===== src/sppm_cfg.svh =====
// Timing and layout constants for the single-wire push-pull master.
// Assumes inclusion by the main module only.
`ifndef SPPM_CFG_SVH
`define SPPM_CFG_SVH
`define SPPM_START_SLOTS 3
`define SPPM_DATA_BITS 5
`define SPPM_ADDR_BITS 3
`define SPPM_PULL_BITS 3
`define SPPM_SUB_PER_SLOT 16
`define SPPM_DIV_DEFAULT 13'h0001
`define SPPM_RX_FIXED_HI 4'h5
`define SPPM_RX_FIXED_LO 1'b1
`define SPPM_EOF_SLOTS 4
`endif


===== src/sppm_pkg.sv =====
// Types for the single-wire push-pull master.
// Assumes the timing header is available to the compile.
package sppm_pkg;
    typedef enum logic [6:0] {
        SPPM_IDLE  = 7'b0000001,
        SPPM_START = 7'b0000010,
        SPPM_PUSH  = 7'b0000100,
        SPPM_PSYNC = 7'b0001000,
        SPPM_PULL  = 7'b0010000,
        SPPM_EOF   = 7'b0100000,
        SPPM_DONE  = 7'b1000000
    } sppm_state_t;
endpackage : sppm_pkg


===== src/sppm_slot_tick.sv =====
// Time-slot tick generator: module clock divided by 16 times divisor.
// Assumes a divisor held stable during a frame; zero stops the tick.
module sppm_slot_tick #(
    parameter int DIV_W = 13
) (
    // Clock and reset
    input wire logic ref_clk_i,
    input wire logic rst_i,
    // Control
    input wire logic [DIV_W-1:0] divisor_i,
    // Ticks
    output logic mid_tick_o,
    output logic slot_tick_o
);
    logic [DIV_W+3:0] cnt_reg;
    logic [DIV_W+3:0] top;

    assign top = {divisor_i, 4'h0} - {{DIV_W{1'b0}}, 4'h1};

    always_ff @(posedge ref_clk_i) begin
        if (rst_i || divisor_i == '0) begin
            cnt_reg <= '0;
        end else if (cnt_reg >= top) begin
            cnt_reg <= '0; // [RULE22]
        end else begin
            cnt_reg <= cnt_reg + (DIV_W + 4)'(1);
        end
    end

    assign slot_tick_o = (divisor_i != '0) && (cnt_reg >= top); // [RULE17] [RULE18]
    assign mid_tick_o = (divisor_i != '0) && (cnt_reg == {1'b0, top[DIV_W+3:1]});
endmodule : sppm_slot_tick


===== src/sppm_master.sv =====
// Functional notes
// RULE1: Frame is push field then slave pull field
// RULE2: Push: start, sync, five data, three address
// RULE3: Start holds line low three slots
// RULE4: Push sync bit is biphase zero
// RULE5: Data low five bits, address high three
// RULE6: Master sends pull sync biphase one
// RULE7: Pull bits NRZ, stored in data byte
// RULE8: Slave ends with 20kHz square wave
// RULE9: Push bits biphase, two slots each
// RULE10: Zero high-low, one low-high
// RULE11: Success: code not 111/000, square wave
// RULE12: Failing slave returns 111, line high
// RULE13: Slave samples each slot twice
// RULE14: Slave flags biphase and field errors
// RULE15: Push mismatch on receive pin sets noise
// RULE16: Eight low slots disable all outputs
// RULE17: Module clock is 16 n 40kHz
// RULE18: Slot is half push bit period
// RULE19: Receive pin ignored during push; automatic
// RULE20: Received byte 0101 sss1
// RULE21: Master may start frame any time
// RULE22: Slot tick divides clock by 16n
// RULE23: Receive-complete after byte stored
// Single-wire push-pull master framing logic, 40 MHz ref_clk_i.
// Assumes transmit_pin drives the bus through an inverting-free driver.
`include "sppm_cfg.svh"
module sppm_master
    import sppm_pkg::*;
#(
    parameter int DIV_W = 13
) (
    // Clock and reset
    input wire logic ref_clk_i,
    input wire logic rst_i,
    // Control
    input wire logic [DIV_W-1:0] baud_divisor_i,
    input wire logic [7:0] push_pull_data_low_byte_i,
    input wire logic send_i,
    input wire logic noise_clear_i,
    input wire logic done_clear_i,
    // Line
    input wire logic receive_pin_i,
    output logic transmit_pin_o,
    // Status
    output logic busy_o,
    output logic [7:0] push_pull_data_low_byte_o,
    output logic receive_done_o,
    output logic noise_status_flag_o,
    output logic frame_ok_o
);
    sppm_state_t state_reg;
    logic mid_tick;
    logic slot_tick;
    logic rx_s1_reg;
    logic rx_s2_reg;
    logic [7:0] tx_reg;
    logic [3:0] idx_reg;
    logic half_reg;
    logic [2:0] pull_reg;
    logic [2:0] eof_cnt_reg;
    logic eof_prev_reg;
    logic eof_ok_reg;
    logic tx_bit;
    logic tx_level;
    logic pending_reg;

    sppm_slot_tick #(.DIV_W(DIV_W)) u_tick (
        .ref_clk_i(ref_clk_i),
        .rst_i(rst_i),
        .divisor_i(baud_divisor_i),
        .mid_tick_o(mid_tick),
        .slot_tick_o(slot_tick)
    );

    function automatic logic biphase(input logic b, input logic second);
        biphase = second ? b : ~b; // [RULE10]
    endfunction : biphase

    // Receive pin synchroniser
    always_ff @(posedge ref_clk_i) begin
        if (rst_i) begin
            rx_s1_reg <= 1'b1;
            rx_s2_reg <= 1'b1;
        end else begin
            rx_s1_reg <= receive_pin_i;
            rx_s2_reg <= rx_s1_reg;
        end
    end

    // Send request held until a slot boundary
    always_ff @(posedge ref_clk_i) begin
        if (rst_i) begin
            pending_reg <= 1'b0;
        end else if (send_i) begin
            pending_reg <= 1'b1; // [RULE21]
        end else if (slot_tick) begin
            pending_reg <= 1'b0;
        end
    end

    // Push bit order: sync, data LSB first, then address
    assign tx_bit = (state_reg == SPPM_PSYNC) ? 1'b1 : // [RULE6]
                    (idx_reg == 4'h0) ? 1'b0 : tx_reg[idx_reg[2:0] - 3'h1]; // [RULE4] [RULE5]

    always_comb begin
        case (state_reg)
            SPPM_START: tx_level = 1'b0; // [RULE3]
            SPPM_PUSH: tx_level = biphase(tx_bit, half_reg); // [RULE9]
            SPPM_PSYNC: tx_level = biphase(tx_bit, half_reg);
            default: tx_level = 1'b1;
        endcase
    end

    // Frame sequencer
    always_ff @(posedge ref_clk_i) begin
        if (rst_i) begin
            state_reg <= SPPM_IDLE;
            idx_reg <= 4'h0;
            half_reg <= 1'b0;
            tx_reg <= 8'h00;
        end else if (slot_tick) begin
            if (pending_reg) begin
                state_reg <= SPPM_START; // [RULE1] [RULE21]
                idx_reg <= 4'h0;
                half_reg <= 1'b0;
                tx_reg <= push_pull_data_low_byte_i; // [RULE5]
            end else begin
                case (state_reg)
                    SPPM_IDLE: state_reg <= SPPM_IDLE;
                    SPPM_START: begin
                        if (idx_reg == 4'(`SPPM_START_SLOTS - 1)) begin
                            state_reg <= SPPM_PUSH; // [RULE2]
                            idx_reg <= 4'h0;
                        end else begin
                            idx_reg <= idx_reg + 4'h1;
                        end
                    end
                    SPPM_PUSH: begin
                        half_reg <= ~half_reg;
                        if (half_reg) begin
                            if (idx_reg == 4'(`SPPM_DATA_BITS + `SPPM_ADDR_BITS)) begin
                                state_reg <= SPPM_PSYNC; // [RULE6]
                            end
                            idx_reg <= idx_reg + 4'h1;
                        end
                    end
                    SPPM_PSYNC: begin
                        half_reg <= ~half_reg;
                        if (half_reg) begin
                            state_reg <= SPPM_PULL;
                            idx_reg <= 4'h0;
                        end
                    end
                    SPPM_PULL: begin
                        idx_reg <= idx_reg + 4'h1;
                        if (idx_reg == 4'(`SPPM_PULL_BITS - 1)) begin
                            state_reg <= SPPM_EOF;
                            idx_reg <= 4'h0;
                        end
                    end
                    SPPM_EOF: begin
                        idx_reg <= idx_reg + 4'h1;
                        if (idx_reg == 4'(`SPPM_EOF_SLOTS - 1)) begin
                            state_reg <= SPPM_DONE;
                        end
                    end
                    SPPM_DONE: state_reg <= SPPM_IDLE;
                    default: state_reg <= SPPM_IDLE;
                endcase
            end
        end
    end

    // Pull sampling mid-slot, NRZ, first bit into S1 position
    always_ff @(posedge ref_clk_i) begin
        if (rst_i) begin
            pull_reg <= 3'h0;
        end else if (mid_tick && state_reg == SPPM_PULL) begin
            pull_reg <= {pull_reg[1:0], rx_s2_reg}; // [RULE7] [RULE19]
        end
    end

    // End-of-frame square wave check: level must toggle in at least two of the three slot-to-slot steps
    always_ff @(posedge ref_clk_i) begin
        if (rst_i) begin
            eof_prev_reg <= 1'b1;
            eof_cnt_reg <= 3'h0;
            eof_ok_reg <= 1'b0;
        end else if (mid_tick) begin
            eof_prev_reg <= rx_s2_reg;
            if (state_reg == SPPM_EOF) begin
                if (idx_reg != 4'h0 && rx_s2_reg != eof_prev_reg) begin
                    eof_cnt_reg <= eof_cnt_reg + 3'h1;
                end
            end else if (state_reg == SPPM_PULL) begin
                eof_cnt_reg <= 3'h0;
            end
            eof_ok_reg <= (eof_cnt_reg >= 3'(`SPPM_EOF_SLOTS - 2)); // [RULE11]
        end
    end

    // Receive byte and completion
    always_ff @(posedge ref_clk_i) begin
        if (rst_i) begin
            push_pull_data_low_byte_o <= 8'h00;
        end else if (slot_tick && state_reg == SPPM_PULL &&
                     idx_reg == 4'(`SPPM_PULL_BITS - 1)) begin
            push_pull_data_low_byte_o <= {`SPPM_RX_FIXED_HI, pull_reg, `SPPM_RX_FIXED_LO}; // [RULE20]
        end
    end

    always_ff @(posedge ref_clk_i) begin
        if (rst_i) begin
            receive_done_o <= 1'b0;
        end else if (slot_tick && state_reg == SPPM_PULL &&
                     idx_reg == 4'(`SPPM_PULL_BITS - 1)) begin
            receive_done_o <= 1'b1; // [RULE23]
        end else if (done_clear_i) begin
            receive_done_o <= 1'b0;
        end
    end

    always_ff @(posedge ref_clk_i) begin
        if (rst_i) begin
            frame_ok_o <= 1'b0;
        end else if (state_reg == SPPM_START) begin
            frame_ok_o <= 1'b0;
        end else if (slot_tick && state_reg == SPPM_DONE) begin
            frame_ok_o <= eof_ok_reg && push_pull_data_low_byte_o[3:1] != 3'h7 &&
                          push_pull_data_low_byte_o[3:1] != 3'h0; // [RULE11] [RULE12]
        end
    end

    // Bit error: monitor the line against the driven push level
    always_ff @(posedge ref_clk_i) begin
        if (rst_i) begin
            noise_status_flag_o <= 1'b0;
        end else if (mid_tick && (state_reg == SPPM_PUSH || state_reg == SPPM_PSYNC) &&
                     rx_s2_reg != tx_level) begin
            noise_status_flag_o <= 1'b1; // [RULE15]
        end else if (noise_clear_i) begin
            noise_status_flag_o <= 1'b0;
        end
    end

    always_ff @(posedge ref_clk_i) begin
        if (rst_i) begin
            transmit_pin_o <= 1'b1;
        end else begin
            transmit_pin_o <= tx_level;
        end
    end

    assign busy_o = (state_reg != SPPM_IDLE) || pending_reg;

    property p_start_low;
        @(posedge ref_clk_i) disable iff (rst_i)
        (state_reg == SPPM_START) |=> !transmit_pin_o;
    endproperty
    a_start_low: assert property (p_start_low) else $error("start not low"); // [RULE3]

    property p_psync_one;
        @(posedge ref_clk_i) disable iff (rst_i)
        (state_reg == SPPM_PSYNC && !half_reg) |=> !transmit_pin_o;
    endproperty
    a_psync_one: assert property (p_psync_one) else $error("pull sync first half not low"); // [RULE6]

    property p_rx_pattern;
        @(posedge ref_clk_i) disable iff (rst_i)
        $rose(receive_done_o) |-> push_pull_data_low_byte_o[7:4] == 4'h5 &&
                                  push_pull_data_low_byte_o[0];
    endproperty
    a_rx_pattern: assert property (p_rx_pattern) else $error("fixed pattern wrong"); // [RULE20]

    property p_idle_high;
        @(posedge ref_clk_i) disable iff (rst_i)
        (state_reg == SPPM_IDLE && $past(state_reg) == SPPM_IDLE) |=> transmit_pin_o;
    endproperty
    a_idle_high: assert property (p_idle_high) else $error("idle line not released"); // [RULE1]

    property p_noise_set;
        @(posedge ref_clk_i) disable iff (rst_i)
        (mid_tick && state_reg == SPPM_PUSH && rx_s2_reg != tx_level) |=> noise_status_flag_o;
    endproperty
    a_noise_set: assert property (p_noise_set) else $error("bit error missed"); // [RULE15]

    property p_ok_code;
        @(posedge ref_clk_i) disable iff (rst_i)
        $rose(frame_ok_o) |-> push_pull_data_low_byte_o[3:1] != 3'h7 &&
                              push_pull_data_low_byte_o[3:1] != 3'h0;
    endproperty
    a_ok_code: assert property (p_ok_code) else $error("bad code judged ok"); // [RULE11]

    property p_push_biphase;
        @(posedge ref_clk_i) disable iff (rst_i)
        (slot_tick && state_reg == SPPM_PUSH && half_reg) |-> tx_level == tx_bit;
    endproperty
    a_push_biphase: assert property (p_push_biphase) else $error("biphase second half wrong"); // [RULE10]

    property p_tick_period;
        @(posedge ref_clk_i) disable iff (rst_i)
        (slot_tick && baud_divisor_i == 13'h0001 && $stable(baud_divisor_i)) |=> !slot_tick [*8];
    endproperty
    a_tick_period: assert property (p_tick_period) else $error("slot tick too early"); // [RULE22]
endmodule : sppm_master


===== config.mk =====
export PLATFORM = sky130hd
export DESIGN_NAME = sppm_master
export DESIGN_NICKNAME = d
export VERILOG_FILES = /design/src/sppm_pkg.sv /design/src/sppm_slot_tick.sv /design/src/sppm_master.sv
export VERILOG_INCLUDE_DIRS = /design/src
export SDC_FILE = /design/constraint.sdc
export NUM_CORES = 1
export LEC_CHECK = 0
export ABC_AREA = 1
export BUFFER_PORTS_ARGS = -buffer_cell sky130_fd_sc_hd__buf_4
export CORE_UTILIZATION = 55
export DETAILED_ROUTE_END_ITERATION = 6
export GPL_TIMING_DRIVEN = 0
export PLACE_DENSITY = 0.86
export SKIP_CTS_REPAIR_TIMING = 1
export SLEW_MARGIN = 20
export SYNTH_ARGS = -nofsm -noshare
export SYNTH_HDL_FRONTEND = slang
export SYNTH_SLANG_ARGS = --single-unit

===== constraint.sdc =====
create_clock -name ref_clk_i -period 6 [get_ports ref_clk_i]
set_input_delay 1.2 -clock ref_clk_i [delete_from_list [all_inputs] [get_ports ref_clk_i]]
set_output_delay 1.2 -clock ref_clk_i [all_outputs]
set_load 0.02 [all_outputs]

==> results of run 1 <==
==> cell type report <==
class / count / area (sq um)
fillers: 639 / 2420
multi-input cells: 473 / 2410
flip-flops and latches: 56 / 1120
inverters: 78 / 293
repair buffers: 37 / 278
well taps: 96 / 120
clock buffers: 7 / 86.3
plain buffers: 12 / 62.6
clock inverters: 1 / 7.51
==> placed cells by master, fill, tap and decap left out, types with 3 or more instances in the layout <==
cell	n
a21oi_1	34
buf_4	41
clkbuf_1	7
clkbuf_8	6
dfxtp_1	56
ha_1	20
inv_1	76
nand2_1	170
nand2_2	5
nand2_4	3
nand3_1	71
nand4_1	17
nor2_1	92
nor2_2	3
nor2_8	3
nor3_1	5
o21ai_0	12
xnor2_1	4
xor2_1	9
==> through the flow <==
step,instance area (sq um),hold slack [ns],cells,worst slack (ns)
after floorplan,3880,0.389,619,2.38
after global placement,4280,0.404,752,1.63
after detailed placement,4280,0.406,752,1.60
after CTS,4380,0.422,760,1.90
after global routing,4380,0.448,760,1.49
final,4380,0.425,760,1.84
==> cell families after synthesis <==
logic type | after synthesis | share of synthesized area, %
adder cells (fa/ha/maj) | 20 | 6.45
buffers and inverters | 90 | 9.16
AO/OA/AOI/OAI | 54 | 7.55
other | 1 | 0.0967
AND/OR/NAND/NOR | 384 | 44.9
flip-flops | 56 | 28.9
XOR/XNOR | 13 | 2.93
==> worst max-delay path: stages <==
cell and delay [ns]:
buf_4 0.12, inv_1 0.22, ha_1 0.37, nand2_4 0.14, nor2_8 0.16, nand2_1 0.09, nand2_2 0.09, nand2_2 0.07
ha_1 0.32, nand2_1 0.08, nor2_1 0.12, and2_1 0.18, nand4_1 0.08, nand4_1 0.18, nor2_1 0.06, nand2_1 0.27
clkbuf_1 0.48, nor2_1 0.10
==> Yosys cell counts (5+ instances only) <==
| library cell | n |
|---|---|
| nand2_1 | 170 |
| nand3_1 | 71 |
| nor3_1 | 5 |
| nand2_2 | 5 |
| nand4_1 | 17 |
| ha_1 | 20 |
| nor2_1 | 92 |
| clkbuf_1 | 6 |
| a21oi_1 | 34 |
| o21ai_0 | 12 |
| inv_1 | 76 |
| dfxtp_1 | 56 |
| xor2_1 | 9 |
==> final timing paths <==
path                                           end  slack [ns]              start  depth (start not counted)
worst max register to register  u_tick.cnt_reg[16]        3.64  u_tick.cnt_reg[8]                         11
worst min register to register           rx_s2_reg        0.43          rx_s1_reg                          1
worst max-delay path            u_tick.cnt_reg[16]        1.84  baud_divisor_i[0]                         18
worst min-delay path                     rx_s2_reg        0.43          rx_s1_reg                          1
==> power groups by stage <==
stage | sequential [mW] | clock [mW] | combinational (mW)
detailed placement | 0.385 | 0 | 0.0842
global placement | 0.385 | 0 | 0.0808
CTS | 0.376 | 0.223 | 0.0845
finish | 0.376 | 0.219 | 0.0855
global route | 0.377 | 0.234 | 0.0961
floorplan | 0.384 | 0 | 0.0523
==> layer usage <==
metal | global-route usage (%) | vias to the layer above | wire length (um)
met5 | 0 | - | 0
met4 | 8.64 | 0 | 157
met3 | 3.08 | 19 | 487
met2 | 43.3 | 112 | 4360
met1 | 31.7 | 1809 | 4020
li1 | - | 2072 | -
==> flow_summary.toml, run 1 <==
[route]
post_drt_via_cell_ratio = 5.28
wl_per_cell_um = 11.9
drt_iter0_drc = 216
totalWireLength_um = 9030
ant_nets = 0
num_vias = 4012
drc = 0
drtPass1Iterations = 6

[global_routing]
grt_use_total_pct = 24.9
grt_pass1_wl_um = 15000
grt-ovfl-total = 0
antenna_found_initial = 0
grt_max_degree = 17
grt_pass1_vias = 3605

[final_layout]
largest_register_ffs = 17
post-route-util_pct = 64.4
diodes = 0
layout-drive-gt1-share_pct = 11.4
area_growth_syn_to_layout_pct = 12.8
layout.nets = 710

[synth]
synth.largest_area_cell = "dfxtp_1"
synthCells = 618
ys_seq_elements = 56
avgSynthCellArea_sq_um = 6.28
ys_types = 36
yosysWarningCount = 0
synth_area_sq_mm = 0.00388
synth_top_area_share_pct = 28.9
yosysSeqAreaShare_pct = 28.9
synth_edf_count = 0
yosys-top-cells-area = "dfxtp_1 (29%), nand2_1 (16%), nand3_1 (9.2%), nor2_1 (8.9%), inv_1 (7.4%)"
synth-main-ff-cell = "dfxtp_1"
synth_async_sr_flop_share_pct = 0

[cts]
cts.path.max_buffers = 2
clock_sinks = 56
path_clk_slew_ns = 0.10
cts_tree = "done"
h-tree-depth = 2
worstSkewPairLatency_ns = 0.31
cts_inserted_buffers = 5
root_buffer = "clkbuf_8"

[status]
status = "completed"

[worst_setup_path]
cp_max_fo = 10
cp-end-kind = "register"
critical_path_class = "input port to register"
worstPathRequired_ns = 6.19
startpoint_type = "input port"
crit_arrival_ns = 4.35

[timing]
rsz0062_at_grt = "no"
fin_crit_sh_pct = 69.4
fin_tns_setup_ns = 0
setup_viol = 0
skew_ns = 0.00834
hold_viol_final = 0
tightest_slew_ns = 0.575
period_needed_ns = 4.16
fmax_mhz = 240
drv_slew = 0
slew_headroom_pct = 61.7

[pwr]
switchingPower_uw = 181
swShare_pct = 26.5
clockPowerShare_pct = 32.2
ir_worst_vdd_v = 0.0000854
p_seq_share_pct = 55.3
comb_power_share_pct = 12.6
power_density_mw_per_mm2 = 156
p_leak_nw = 2.14
p_int_uw = 501
power_uw = 681

[run]
maxCapViolCount = 0

[floorplanning]
rows = 30
fp.coreArea_sq_mm = 0.00679
dieArea_sq_mm = 0.00739
start_util_pct = 57.1
die_h_um = 86.0
die_w_um = 86.0
boundaryPins = 40

[placed_design]
portBuffers = 37
globalplace.congestion = 0.948
dp_hpwl_um = 7050

[hold_path]
hold_path_class = "register to register"
Power figures use the tool's default switching activity.
==> run 2: changes to the inputs <==
--- a/config.mk
+++ b/config.mk
@@ -8,10 +8,10 @@
 export LEC_CHECK = 0
 export ABC_AREA = 1
 export BUFFER_PORTS_ARGS = -buffer_cell sky130_fd_sc_hd__buf_4
-export CORE_UTILIZATION = 55
+export CORE_UTILIZATION = 54
 export DETAILED_ROUTE_END_ITERATION = 6
 export GPL_TIMING_DRIVEN = 0
-export PLACE_DENSITY = 0.86
+export PLACE_DENSITY = 0.88
 export SKIP_CTS_REPAIR_TIMING = 1
 export SLEW_MARGIN = 20
 export SYNTH_ARGS = -nofsm -noshare
==> constraint.sdc (replaced) <==
create_clock -name ref_clk_i -period 3.65 [get_ports ref_clk_i]
set_input_delay 0.73 -clock ref_clk_i [delete_from_list [all_inputs] [get_ports ref_clk_i]]
set_output_delay 0.73 -clock ref_clk_i [all_outputs]
set_load 0.02 [all_outputs]
==> run 2 against run 1 <==
Against the previous run: routed wire length grew 1.3%; clock skew is 0.0019 ns higher; largest power group unchanged; design area up 0.69%; sequential power grew 65%; critical endpoint is now tx_reg[5]; via count grew 1.2%; critical path depth is 1 higher; cell count did not move; global-route usage rose by 0.42 points; combinational power increased by 63%; die area is 1.8% higher; non-clock buffer count stayed put; sequential share of layout area is 0.17 points lower.
==> flow_summary.toml, run 2 (synthesis gave the netlist of run 1 again) <==
[timing]
drv_slew = 0
skew_ns = 0.0102
setup_slack_ns = 0.248
tightest_slew_ns = 0.542
fmax_mhz = 294
period_needed_ns = 3.40
slew_headroom_pct = 63.9
fin_crit_sh_pct = 93.2
rsz0062_at_grt = "no"
hold_viol_final = 0
setup_viol = 0

[route]
num_vias = 4059
drtPass1Iterations = 6
wl_per_cell_um = 12.0
post_drt_via_cell_ratio = 5.34
ant_nets = 0
totalWireLength_um = 9140
drc = 0
drt_iter0_drc = 276

[placed_design]
portBuffers = 37
dp.cells = 752
placed_cell_area_sq_mm = 0.00428
place_ws_ns = -0.322
dp_hpwl_um = 7090
globalplace.congestion = 0.966

[final_layout]
fin_cells = 760
layout-drive-gt1-share_pct = 12.2
fin_area_sq_mm = 0.00441
area_growth_syn_to_layout_pct = 13.5
diodes = 0
final_common_cell = "nand2_1"
largest_register_ffs = 17
layout.nets = 710
n_fill_cell = 590
mostFrequentLayoutCells = "nand2_1 (168), nor2_1 (92), inv_1 (75)"

[global_routing]
antenna_found_initial = 0
grt_max_degree = 18
grt_pass1_wl_um = 15300
grt_pass1_vias = 3720
grt-ovfl-total = 0
grt_use_total_pct = 25.3

[cts]
root_buffer = "clkbuf_8"
cts_inserted_buffers = 5
h-tree-depth = 2
clock_sinks = 56
cts_tree = "done"
path_clk_slew_ns = 0.10
worstSkewPairLatency_ns = 0.32
cts.path.max_buffers = 2

[worst_setup_path]
path_cells = "buf_4, clkinvlp_4, ha_2, nand2_4, nor2_8, nand2_1, nand2_2, nand2_2, ha_1, nand2_1, nor2_1, and2_1, nand4_1, nand4_1, nand2_1, inv_1, buf_2, nand3_1, a21oi_1"
ff2ff_setup_slack_ns = 1.33
slowest_stage = "ha_1"
cp-end-kind = "register"
critPathTopFamily = "simple AND/OR/NAND/NOR gates"
worstPathRequired_ns = 3.90
startpoint_type = "input port"
cp_max_fo = 10
cpPeakStageDelay_ns = 0.33
startpoint = "baud_divisor_i[0]"
r2r_start = "u_tick.cnt_reg[12]"
crit_arrival_ns = 3.65
critical_path_class = "input port to register"
cpMostUsedCell = "nand2_1"
cp_num_buf_inv = 4

[pwr]
power_density_mw_per_mm2 = 266
power_mw = 1.17
ir_worst_vdd_v = 0.000170
p_leak_nw = 2.15

[floorplanning]
start_util_pct = 56.5
die_h_um = 86.8
die_w_um = 86.8
fp.coreArea_sq_mm = 0.00687
boundaryPins = 40
dieArea_sq_mm = 0.00753
rows = 30

[hold_path]
hp-start = "rx_s1_reg"
hold_path_class = "register to register"

[run]
maxCapViolCount = 0

[status]
status = "completed"
## run 2: changes by cell type in the layout (fill, tap and decap cells not counted)
cell	before	now
ha_1	20	19
bufinv_16	0	1
nand2_1	170	168
buf_2	2	3
inv_6	0	1
ha_2	0	1
inv_1	76	75
clkbuf_1	7	6
nand2_2	5	7
clkbuf_8	6	5
## run 2: metrics by stage
| stage | setup TNS [ns] | utilization, % | hold WS, ns |
|---|---|---|---|
| CTS | -0.275 | 64.0 | 0.428 |
| finish | 0 | 64.1 | 0.429 |
| floorplan | 0 | - | 0.389 |
| detailed placement | -4.32 | 62.3 | 0.405 |
| global route | 0 | 64.1 | 0.448 |
| global placement | -2.27 | 62.3 | 0.403 |
## run 2: area by class of cell
class / instances / area [sq um] / share of cell area [%]
Sequential cell: 56 / 1120 / 25.4
Clock inverter: 2 / 38.8 / 0.880
Clock buffer: 6 / 72.6 / 1.65
Inverter: 78 / 297 / 6.73
Tap cell: 96 / 120 / 2.73
Timing Repair Buffer: 37 / 278 / 6.31
Multi-Input combinational cell: 473 / 2410 / 54.8
Buffer: 12 / 63.8 / 1.45
## run 2: final timing paths
check	cells past startpoint	end
worst min-delay path	1	rx_s2_reg
worst max-delay path	19	tx_reg[5]
worst min register to register	1	rx_s2_reg
worst max register to register	12	push_pull_data_low_byte_o[2]
## run 2: routing by layer
metal,wire length [um],share of wire [%],track usage (%)
met2,4390,48,44.5
met3,521,5.7,3.62
met1,4020,44,31.2
met4,206,2.3,10.0
met5,0,0,0
## run 2: power by group
part	leakage (nW)	switching (mW)	total [mW]	internal [mW]
Sequential	0.452	0.00334	0.619	0.615
Clock	0.0558	0.206	0.414	0.208
Combinational	1.64	0.0864	0.139	0.0530
